==> src/pkg/dbg_pkg.sv <==
package dbg_pkg;
  // Byte addresses of the registers on the Wishbone bus, one 32-bit register every 4 bytes.
  localparam logic [7:0] ADDR_DEBUG_CONTROL = 8'h00;
  localparam logic [7:0] ADDR_DEBUG_STATUS = 8'h04;
  localparam logic [7:0] ADDR_VECTOR_CATCH = 8'h08;
  localparam logic [7:0] ADDR_W0_BASE = 8'h20;
  localparam logic [7:0] ADDR_W1_BASE = 8'h40;
  // Offsets within a watchpoint block.
  localparam logic [4:0] OFS_ADDR_VALUE = 5'h00;
  localparam logic [4:0] OFS_ADDR_MASK = 5'h04;
  localparam logic [4:0] OFS_DATA_VALUE = 5'h08;
  localparam logic [4:0] OFS_DATA_MASK = 5'h0c;
  localparam logic [4:0] OFS_CTRL_VALUE = 5'h10;
  localparam logic [4:0] OFS_CTRL_MASK = 5'h14;
  // Register widths.
  localparam int DEBUG_CONTROL_W = 4;
  localparam int DEBUG_STATUS_W = 5;
  localparam int VECTOR_CATCH_W = 8;
  localparam int CTRL_VALUE_W = 9;
  localparam int CTRL_MASK_W = 8;
  // Field positions.
  localparam int STEP_BIT = 3;
  localparam int ST_REQ = 0;
  localparam int ST_ACK = 1;
  localparam int ST_IRQEN = 2;
  localparam int ST_SYSTEM_ACCESS_COMPLETE = 3;
  localparam int ST_ISA = 4;
  localparam int CF_ISA = 2;
  localparam int CF_PRIV = 7;
  localparam int CF_SEL = 3;
  localparam int CF_EXT = 4;
  localparam int CF_CHAIN = 5;
  localparam int CF_RANGE = 6;
  localparam int CF_ENABLE = 8;
  // Values after reset.
  localparam logic [3:0] DEBUG_CONTROL_RST = 4'h0;
  localparam logic [7:0] VECTOR_CATCH_RST = 8'h00;
  localparam logic [8:0] CTRL_VALUE_RST = 9'h000;
  localparam logic [7:0] CTRL_MASK_RST = 8'h03;
  localparam logic [31:0] WORD_RST = 32'h0000_0000;
  localparam logic [31:0] MASK_RST = 32'hffff_ffff;
  localparam int SYNC_STAGES = 2;
endpackage

==> src/debug_watch_catch_step.sv <==
module debug_watch_catch_step #(
  parameter int ADDR_W = 32,
  parameter int DATA_W = 32
) (
  // Clock and reset
  input wire logic CORE_CLK,
  input wire logic RST_N,
  input wire logic TEST_RST_N,
  // Wishbone slave
  input wire logic WB_CYC_I,
  input wire logic WB_STB_I,
  input wire logic WB_WE_I,
  input wire logic [7:0] WB_ADR_I,
  input wire logic [3:0] WB_SEL_I,
  input wire logic [31:0] WB_DAT_I,
  output logic [31:0] WB_DAT_O,
  output logic WB_ACK_O,
  // Instruction fetch from the core
  input wire logic FETCH_VALID,
  input wire logic [ADDR_W-1:0] FETCH_ADDR,
  input wire logic [DATA_W-1:0] FETCH_DATA,
  input wire logic COMPRESSED_ISA_STATE,
  input wire logic INSTR_USER_PRIVILEGE_FLAG,
  input wire logic EXCEPTION_ENTRY,
  input wire logic INSTR_EXECUTED,
  // External conditions and core state, asynchronous
  input wire logic EXTERNAL_WATCH_CONDITION_W0,
  input wire logic EXTERNAL_WATCH_CONDITION_W1,
  input wire logic DEBUG_REQUEST_IN,
  input wire logic DEBUG_ACKNOWLEDGE_OUT,
  input wire logic CORE_IRQ_ENABLE_STATE,
  input wire logic SYSTEM_ACCESS_COMPLETE,
  // To the pipeline
  output logic BREAKPOINT,
  output logic CHAIN_LATCH_OUT,
  output logic RANGE_COMPARE_OUT
);
  // Refuse widths that the 32-bit comparators cannot serve.
  if (ADDR_W < 4 || ADDR_W > 32 || DATA_W < 1 || DATA_W > 32) begin
    $error("unsupported address or data width");
  end

  typedef enum logic [1:0] {STEP_IDLE, STEP_RUN, STEP_HIT} step_e;

  function automatic logic masked_eq(input logic [31:0] a,
                                     input logic [31:0] b,
                                     input logic [31:0] m);
    masked_eq = ((a ^ b) & ~m) == 32'h0000_0000;
  endfunction

  // Synchronisers for asynchronous inputs.
  logic [1:0] s_ext0, s_ext1, s_req, s_ack, s_irq, s_sys;
  always_ff @(posedge CORE_CLK) begin
    if (!RST_N) begin
      s_ext0 <= 2'h0;
      s_ext1 <= 2'h0;
      s_req <= 2'h0;
      s_ack <= 2'h0;
      s_irq <= 2'h0;
      s_sys <= 2'h0;
    end else begin
      s_ext0 <= {s_ext0[0], EXTERNAL_WATCH_CONDITION_W0};
      s_ext1 <= {s_ext1[0], EXTERNAL_WATCH_CONDITION_W1};
      s_req <= {s_req[0], DEBUG_REQUEST_IN};
      s_ack <= {s_ack[0], DEBUG_ACKNOWLEDGE_OUT};
      s_irq <= {s_irq[0], CORE_IRQ_ENABLE_STATE};
      s_sys <= {s_sys[0], SYSTEM_ACCESS_COMPLETE};
    end
  end
  logic [1:0] s_trst;
  always_ff @(posedge CORE_CLK) begin
    if (!RST_N) begin
      s_trst <= 2'h0;
    end else begin
      s_trst <= {s_trst[0], TEST_RST_N};
    end
  end
  wire trst_low = !s_trst[1];
  wire ack_sync = s_ack[1];

  // Registers.
  logic [3:0] debug_control;
  logic [7:0] vector_catch;
  logic [31:0] av [2];
  logic [31:0] am [2];
  logic [31:0] dv [2];
  logic [31:0] dm [2];
  logic [8:0] cv [2];
  logic [7:0] cm [2];
  logic [4:0] debug_status;

  // Bus decode.
  wire req = WB_CYC_I && WB_STB_I && !WB_ACK_O;
  wire wr = req && WB_WE_I;
  wire [4:0] ofs = WB_ADR_I[4:0];
  wire in_w0 = WB_ADR_I[7:5] == dbg_pkg::ADDR_W0_BASE[7:5];
  wire in_w1 = WB_ADR_I[7:5] == dbg_pkg::ADDR_W1_BASE[7:5];
  wire hit_ctl = WB_ADR_I == dbg_pkg::ADDR_DEBUG_CONTROL;
  wire hit_vc = WB_ADR_I == dbg_pkg::ADDR_VECTOR_CATCH;
  wire [1:0] hit_w = {in_w1, in_w0};
  wire [31:0] wmask = {{8{WB_SEL_I[3]}}, {8{WB_SEL_I[2]}},
                       {8{WB_SEL_I[1]}}, {8{WB_SEL_I[0]}}};

  function automatic logic [31:0] merge(input logic [31:0] old,
                                        input logic [31:0] nw,
                                        input logic [31:0] m);
    merge = (old & ~m) | (nw & m);
  endfunction

  wire [31:0] ctl_new = merge({28'h0, debug_control}, WB_DAT_I, wmask);
  wire [31:0] vc_new = merge({24'h0, vector_catch}, WB_DAT_I, wmask);

  always_ff @(posedge CORE_CLK) begin
    if (!RST_N) begin
      WB_ACK_O <= 1'b0;
    end else begin
      WB_ACK_O <= req;
    end
  end

  always_ff @(posedge CORE_CLK) begin
    if (!RST_N) begin
      debug_control <= dbg_pkg::DEBUG_CONTROL_RST;
      vector_catch <= dbg_pkg::VECTOR_CATCH_RST;
    end else begin
      if (wr && hit_ctl) begin
        debug_control <= ctl_new[3:0];
      end
      if (wr && hit_vc) begin
        vector_catch <= vc_new[7:0];
      end
    end
  end

  wire [1:0] cv_wr;
  genvar gi;
  generate
    for (gi = 0; gi < 2; gi++) begin : g_wr
      wire w = wr && hit_w[gi];
      assign cv_wr[gi] = w && ofs == dbg_pkg::OFS_CTRL_VALUE;
      wire [31:0] cv_new = merge({23'h0, cv[gi]}, WB_DAT_I, wmask);
      wire [31:0] cm_new = merge({24'h0, cm[gi]}, WB_DAT_I, wmask);
      always_ff @(posedge CORE_CLK) begin
        if (!RST_N) begin
          av[gi] <= dbg_pkg::WORD_RST;
          am[gi] <= dbg_pkg::MASK_RST;
          dv[gi] <= dbg_pkg::WORD_RST;
          dm[gi] <= dbg_pkg::MASK_RST;
          cv[gi] <= dbg_pkg::CTRL_VALUE_RST;
          cm[gi] <= dbg_pkg::CTRL_MASK_RST;
        end else if (w) begin
          if (ofs == dbg_pkg::OFS_ADDR_VALUE) begin
            av[gi] <= merge(av[gi], WB_DAT_I, wmask);
          end
          if (ofs == dbg_pkg::OFS_ADDR_MASK) begin
            am[gi] <= merge(am[gi], WB_DAT_I, wmask);
          end
          if (ofs == dbg_pkg::OFS_DATA_VALUE) begin
            dv[gi] <= merge(dv[gi], WB_DAT_I, wmask);
          end
          if (ofs == dbg_pkg::OFS_DATA_MASK) begin
            dm[gi] <= merge(dm[gi], WB_DAT_I, wmask);
          end
          if (cv_wr[gi]) begin
            cv[gi] <= cv_new[8:0];
          end
          if (ofs == dbg_pkg::OFS_CTRL_MASK) begin
            // Select bit cannot be masked.
            cm[gi] <= cm_new[7:0] & 8'hf7;
          end
        end
      end
    end
  endgenerate

  // Status: writes to it are not decoded at all.
  always_ff @(posedge CORE_CLK) begin
    if (!RST_N) begin
      debug_status <= 5'h00;
    end else begin
      debug_status[dbg_pkg::ST_REQ] <= s_req[1];
      debug_status[dbg_pkg::ST_ACK] <= ack_sync;
      // Interrupt enable is held off while in debug state.
      debug_status[dbg_pkg::ST_IRQEN] <= s_irq[1] && !ack_sync;
      debug_status[dbg_pkg::ST_SYSTEM_ACCESS_COMPLETE] <= s_sys[1];
      debug_status[dbg_pkg::ST_ISA] <= COMPRESSED_ISA_STATE;
    end
  end

  // Read mux.
  wire [31:0] rd_w [2];
  generate
    for (gi = 0; gi < 2; gi++) begin : g_rd
      assign rd_w[gi] =
        (ofs == dbg_pkg::OFS_ADDR_VALUE) ? av[gi] :
        (ofs == dbg_pkg::OFS_ADDR_MASK) ? am[gi] :
        (ofs == dbg_pkg::OFS_DATA_VALUE) ? dv[gi] :
        (ofs == dbg_pkg::OFS_DATA_MASK) ? dm[gi] :
        (ofs == dbg_pkg::OFS_CTRL_VALUE) ? {23'h0, cv[gi]} :
        (ofs == dbg_pkg::OFS_CTRL_MASK) ? {24'h0, cm[gi]} : 32'h0;
    end
  endgenerate
  wire hit_st = WB_ADR_I == dbg_pkg::ADDR_DEBUG_STATUS;
  wire [31:0] rd_data =
    hit_ctl ? {28'h0, debug_control} :
    hit_st ? {27'h0, debug_status} :
    hit_vc ? {24'h0, vector_catch} :
    in_w0 ? rd_w[0] :
    in_w1 ? rd_w[1] : 32'h0;
  always_ff @(posedge CORE_CLK) begin
    if (!RST_N) begin
      WB_DAT_O <= 32'h0;
    end else if (req && !WB_WE_I) begin
      WB_DAT_O <= rd_data;
    end
  end

  // Watchpoint comparators.
  logic chain_q;
  wire [31:0] f_addr = 32'(FETCH_ADDR);
  wire [31:0] f_data = 32'(FETCH_DATA);
  wire [1:0] f_ext = {s_ext1[1], s_ext0[1]};
  wire [1:0] addr_hit, data_hit, ctl_hit, wp_break;
  generate
    for (gi = 0; gi < 2; gi++) begin : g_cmp
      wire [7:0] cur;
      wire chain_in = (gi == 0) ? chain_q : 1'b0;
      wire range_in = (gi == 0) ? addr_hit[1] : 1'b0;
      // Bits 1:0 compare nothing, so the required mask of 11 hides no field.
      assign cur[0] = 1'b0;
      assign cur[1] = 1'b0;
      assign cur[dbg_pkg::CF_ISA] = COMPRESSED_ISA_STATE;
      assign cur[dbg_pkg::CF_SEL] = 1'b0;
      assign cur[dbg_pkg::CF_EXT] = f_ext[gi];
      assign cur[dbg_pkg::CF_CHAIN] = chain_in;
      assign cur[dbg_pkg::CF_RANGE] = range_in;
      assign cur[dbg_pkg::CF_PRIV] = INSTR_USER_PRIVILEGE_FLAG;
      assign addr_hit[gi] = masked_eq(f_addr, av[gi], am[gi]);
      assign data_hit[gi] = masked_eq(f_data, dv[gi], dm[gi]);
      // Only the instruction interface is watched here.
      assign ctl_hit[gi] = !cv[gi][dbg_pkg::CF_SEL] &&
        masked_eq({24'h0, cur}, {24'h0, cv[gi][7:0]}, {24'h0, cm[gi]});
      assign wp_break[gi] = FETCH_VALID && addr_hit[gi] && data_hit[gi] &&
        ctl_hit[gi] && cv[gi][dbg_pkg::CF_ENABLE];
    end
  endgenerate

  always_ff @(posedge CORE_CLK) begin
    if (!RST_N || trst_low || cv_wr[1] || cv_wr[0]) begin
      chain_q <= 1'b0;
    end else if (FETCH_VALID && addr_hit[1] && ctl_hit[1]) begin
      chain_q <= data_hit[1];
    end
  end

  // Vector catch: each bit covers one word-aligned vector.
  wire [2:0] vec_idx = f_addr[4:2];
  wire vec_space = f_addr[31:5] == 27'h0 && f_addr[1:0] == 2'h0;
  wire catch_hit = FETCH_VALID && EXCEPTION_ENTRY && vec_space &&
    vector_catch[vec_idx];

  // Single step sequencer, independent of the comparators.
  step_e step_state, next_step;
  logic ack_d;
  always_ff @(posedge CORE_CLK) begin
    if (!RST_N) begin
      ack_d <= 1'b0;
    end else begin
      ack_d <= ack_sync;
    end
  end
  wire leave_debug = ack_d && !ack_sync;
  wire step_en = debug_control[dbg_pkg::STEP_BIT];
  always_comb begin
    next_step = step_state;
    case (step_state)
      STEP_IDLE: begin
        if (leave_debug && step_en) begin
          next_step = STEP_RUN;
        end
      end
      STEP_RUN: begin
        if (INSTR_EXECUTED) begin
          next_step = STEP_HIT;
        end
      end
      STEP_HIT: begin
        if (ack_sync) begin
          next_step = STEP_IDLE;
        end
      end
      default: next_step = STEP_IDLE;
    endcase
  end
  always_ff @(posedge CORE_CLK) begin
    if (!RST_N) begin
      step_state <= STEP_IDLE;
    end else begin
      step_state <= next_step;
    end
  end
  // The step break lands on the next fetch after one executed instruction.
  wire step_break = step_state == STEP_HIT && FETCH_VALID;

  assign BREAKPOINT = |wp_break || catch_hit || step_break;
  assign CHAIN_LATCH_OUT = chain_q;
  assign RANGE_COMPARE_OUT = addr_hit[1];
endmodule

==> config.mk <==
export PLATFORM = sky130hd
export DESIGN_NAME = debug_watch_catch_step
export DESIGN_NICKNAME = d
export VERILOG_FILES = /design/src/pkg/dbg_pkg.sv /design/src/debug_watch_catch_step.sv
export SDC_FILE = /design/constraint.sdc
export NUM_CORES = 1
export LEC_CHECK = 0
export BUFFER_PORTS_ARGS = -buffer_cell sky130_fd_sc_hd__buf_2
export CORE_ASPECT_RATIO = 1.25
export CORE_MARGIN = 10
export CORE_UTILIZATION = 40
export DETAILED_ROUTE_END_ITERATION = 16
export PLACE_DENSITY = 0.58
export SLEW_MARGIN = 40
export SYNTH_ARGS = -nofsm -noshare
export SYNTH_HDL_FRONTEND = slang
export SYNTH_SLANG_ARGS = --single-unit
==> constraint.sdc <==
create_clock -name CORE_CLK -period 5.4 [get_ports CORE_CLK]
set_clock_uncertainty 0.1 [all_clocks]
set_input_delay 1.08 -clock CORE_CLK [delete_from_list [all_inputs] [get_ports CORE_CLK]]
set_output_delay 1.08 -clock CORE_CLK [all_outputs]
set_load 0.05 [all_outputs]
==> out/metrics.cfg <==
[timing]
hold_viol = 0
relSlewSlack_pct = 41.2
maxSlewViolCount = 0
min_period_over_period_pct = 90.4
fin_tns_setup_ns = 0
finalSetupViolCount = 0
rsz0062_at_grt = false
worst_pin_slew_ns = 0.880
fmax_mhz = 205
fin_crit_ns = 4.88

[setup_path]
path_class = input port to primary output
worst_ep_arrival_time_ns = 3.70
cp-end-kind = primary output
path_max_fanout = 6
cp_data_required_time_ns = 4.22
crit_path_start_kind = input port

[clock_tree]
cts_root_buf = clkbuf_16
clk_pin_slew_ns = 0.05
cts_tree = built
cts_max_level = 2
cts.path.max_buffers = 3
clock_latency_ns = 0.58
numCtsBuffers = 40
clock-sinks = 355
postCtsHoldBufs = 0
post_cts_buffers = 0
post_cts_resized = 0

[floorplan]
rows = 89
die_h_um = 264
fp.dieW_um = 215
pin_count = 161
start_util_pct = 40.3
core-area_sq_um = 47100
dieArea_sq_um = 56600

[synth]
synth.distinct_cells = 65
syn_area_per_cell_sq_um = 10.4
syn_area_sq_um = 19000
syn_nets = 1942
synth_edf_count = 288
ys_ff_latch = 355
seq_area_frac_synth_pct = 52.6
ys.warnings.count = 0
synthFlopType = edfxtp_1
synth_cells = 1817
async_flop_share_pct = 0

[cells_and_area]
layout.cells.non_filler = 2609
syn_to_final_growth_pct = 14.8
layout_common_cells = 294 x nand2b_1, 288 x edfxtp_1, 213 x a21oi_1
final_common_cell = nand2b_1
fillers = 4487
drive_gt1_share_pct = 14.9
fin_nets = 2064

[drt]
first_pass_iters = 6
totalWireLength_um = 81100
drt_iter0_drc = 2139
avgRoutedWirePerCell_um = 31.1
routed_via_density = 6.25
drc = 0
final_antenna_net_count = 0
vias = 16300

[placed_design]
dp_hpwl_um = 56400
gp_congestion = 0.997
place_inst = 2534
io_buffers = 160

[pwr]
p_total_uw = 6360
leakage_uw = 0.00707
ir_drop_mv = 0.252
power_density_nw_per_um2 = 292

[grt]
grt_antenna_before_repair = 5
grt_pass1_vias = 15800
gr-total-overflow = 0
grt_pass1_wl_um = 115000
grt_use_total_pct = 27.5
grt_max_degree = 73

[outcome]
outcome = complete, no violations

[job]
maxCapViolations = 0

[hold_path]
holdCritPathClass = flop to flop

==> routing by layer <==
layer  part of all wire, %  global-route usage (%)
met1                    38                    33.9
met2                    47                    44.9
met3                   8.6                    5.27
met4                   5.9                    14.5
met5                 0.090                       0
==> state kept, by name, indices dropped and copies added (netlist names), 5 cells and up, named ones only <==
signal and flops:
am 64, av 64, dm 64, dv 64, WB_DAT_O 32, cv 18, cm 14, debug_status 5
==> critical path, stage by stage <==
cell and delay [ns]:
buf_2 0.14, xnor2_1 0.35, o22ai_1 0.15, nor4_1 0.52, nand4_1 0.44, o41ai_1 0.52
a31o_1 0.21, buf_2 0.29
==> synthesized netlist by cell type, drive strengths merged (3+ instances only) <==
cell	instances	area, sq um
a211oi	5	37.5
a22oi	97	728
clkbuf	80	300
mux2	6	67.6
nor2b	16	100
a222oi	4	40.0
a21oi	213	1070
dfxtp	67	1340
buf	43	231
a221oi	9	78.8
nand3b	3	22.5
or3	3	23.8
edfxtp	288	8650
nand3	144	721
nand4	5	31.3
o21ai	39	195
o22ai	76	475
and2	24	150
mux2i	28	280
nor2	21	88.8
a21boi	5	37.5
nand2b	294	1840
xnor2	135	1180
a211o	23	201
o221ai	3	26.3
nor4	23	144
inv	16	60.1
and3	10	62.6
nor3	19	123
o211ai	9	67.6
nor3b	5	47.5
o2bb2ai	3	26.3
nand2	74	280
==> per-stage QoR <==
| step | worst slack (ns) | utilization [%] | hold WS [ns] | area, sq um |
|---|---|---|---|---|
| 4_1_cts | 0.636 | 46.2 | 0.343 | 21800 |
| 6_report | 0.520 | 46.3 | 0.338 | 21800 |
| 3_3_place_gp | 0.602 | 43.6 | 0.321 | 20500 |
| 3_5_place_dp | 0.659 | 43.6 | 0.322 | 20500 |
| 5_1_grt | 0.513 | 46.2 | 0.354 | 21800 |
| 2_1_floorplan | 0.779 | - | 0.308 | 19000 |
==> power breakdown <==
| group | internal (uW) | leakage (uW) | switching, uW | total, uW |
|---|---|---|---|---|
| registers | 3000 | 0.00305 | 56.3 | 3060 |
| clock network | 1530 | 0.000600 | 1180 | 2710 |
| logic | 202 | 0.00342 | 394 | 596 |
==> cell type report <==
cell class | instances | area, sq um | area share (%)
Antenna cell | 2 | 5.00 | 0.0230
Clock buffer | 58 | 1110 | 5.12
Clock inverter | 15 | 129 | 0.592
Inverter | 16 | 60.1 | 0.276
Multi-Input combinational cell | 1323 | 8540 | 39.2
Sequential cell | 355 | 9990 | 45.9
Tap cell | 637 | 797 | 3.66
Timing Repair Buffer | 203 | 1160 | 5.31
==> cells by family after synthesis <==
kind of cell | count (synthesis) | synth area share [%]
xor+xnor | 135 | 6.23
flops | 355 | 52.6
mux | 36 | 2.07
compound gates | 502 | 16.4
buf+inv | 139 | 3.12
simple gates | 650 | 19.5
==> path summary, 6_finish.rpt <==
path / start / to / slack, ns / cells past startpoint
worst max-delay path: FETCH_ADDR[25] / BREAKPOINT / 0.52 / 8
worst min-delay path: s_sys[1] / debug_status[3] / 0.34 / 1
worst max register to register: WB_ACK_O / av[1][15] / 2.53 / 5
worst min register to register: s_sys[1] / debug_status[3] / 0.34 / 1
No activity file was read; power rests on OpenSTA's default activity.
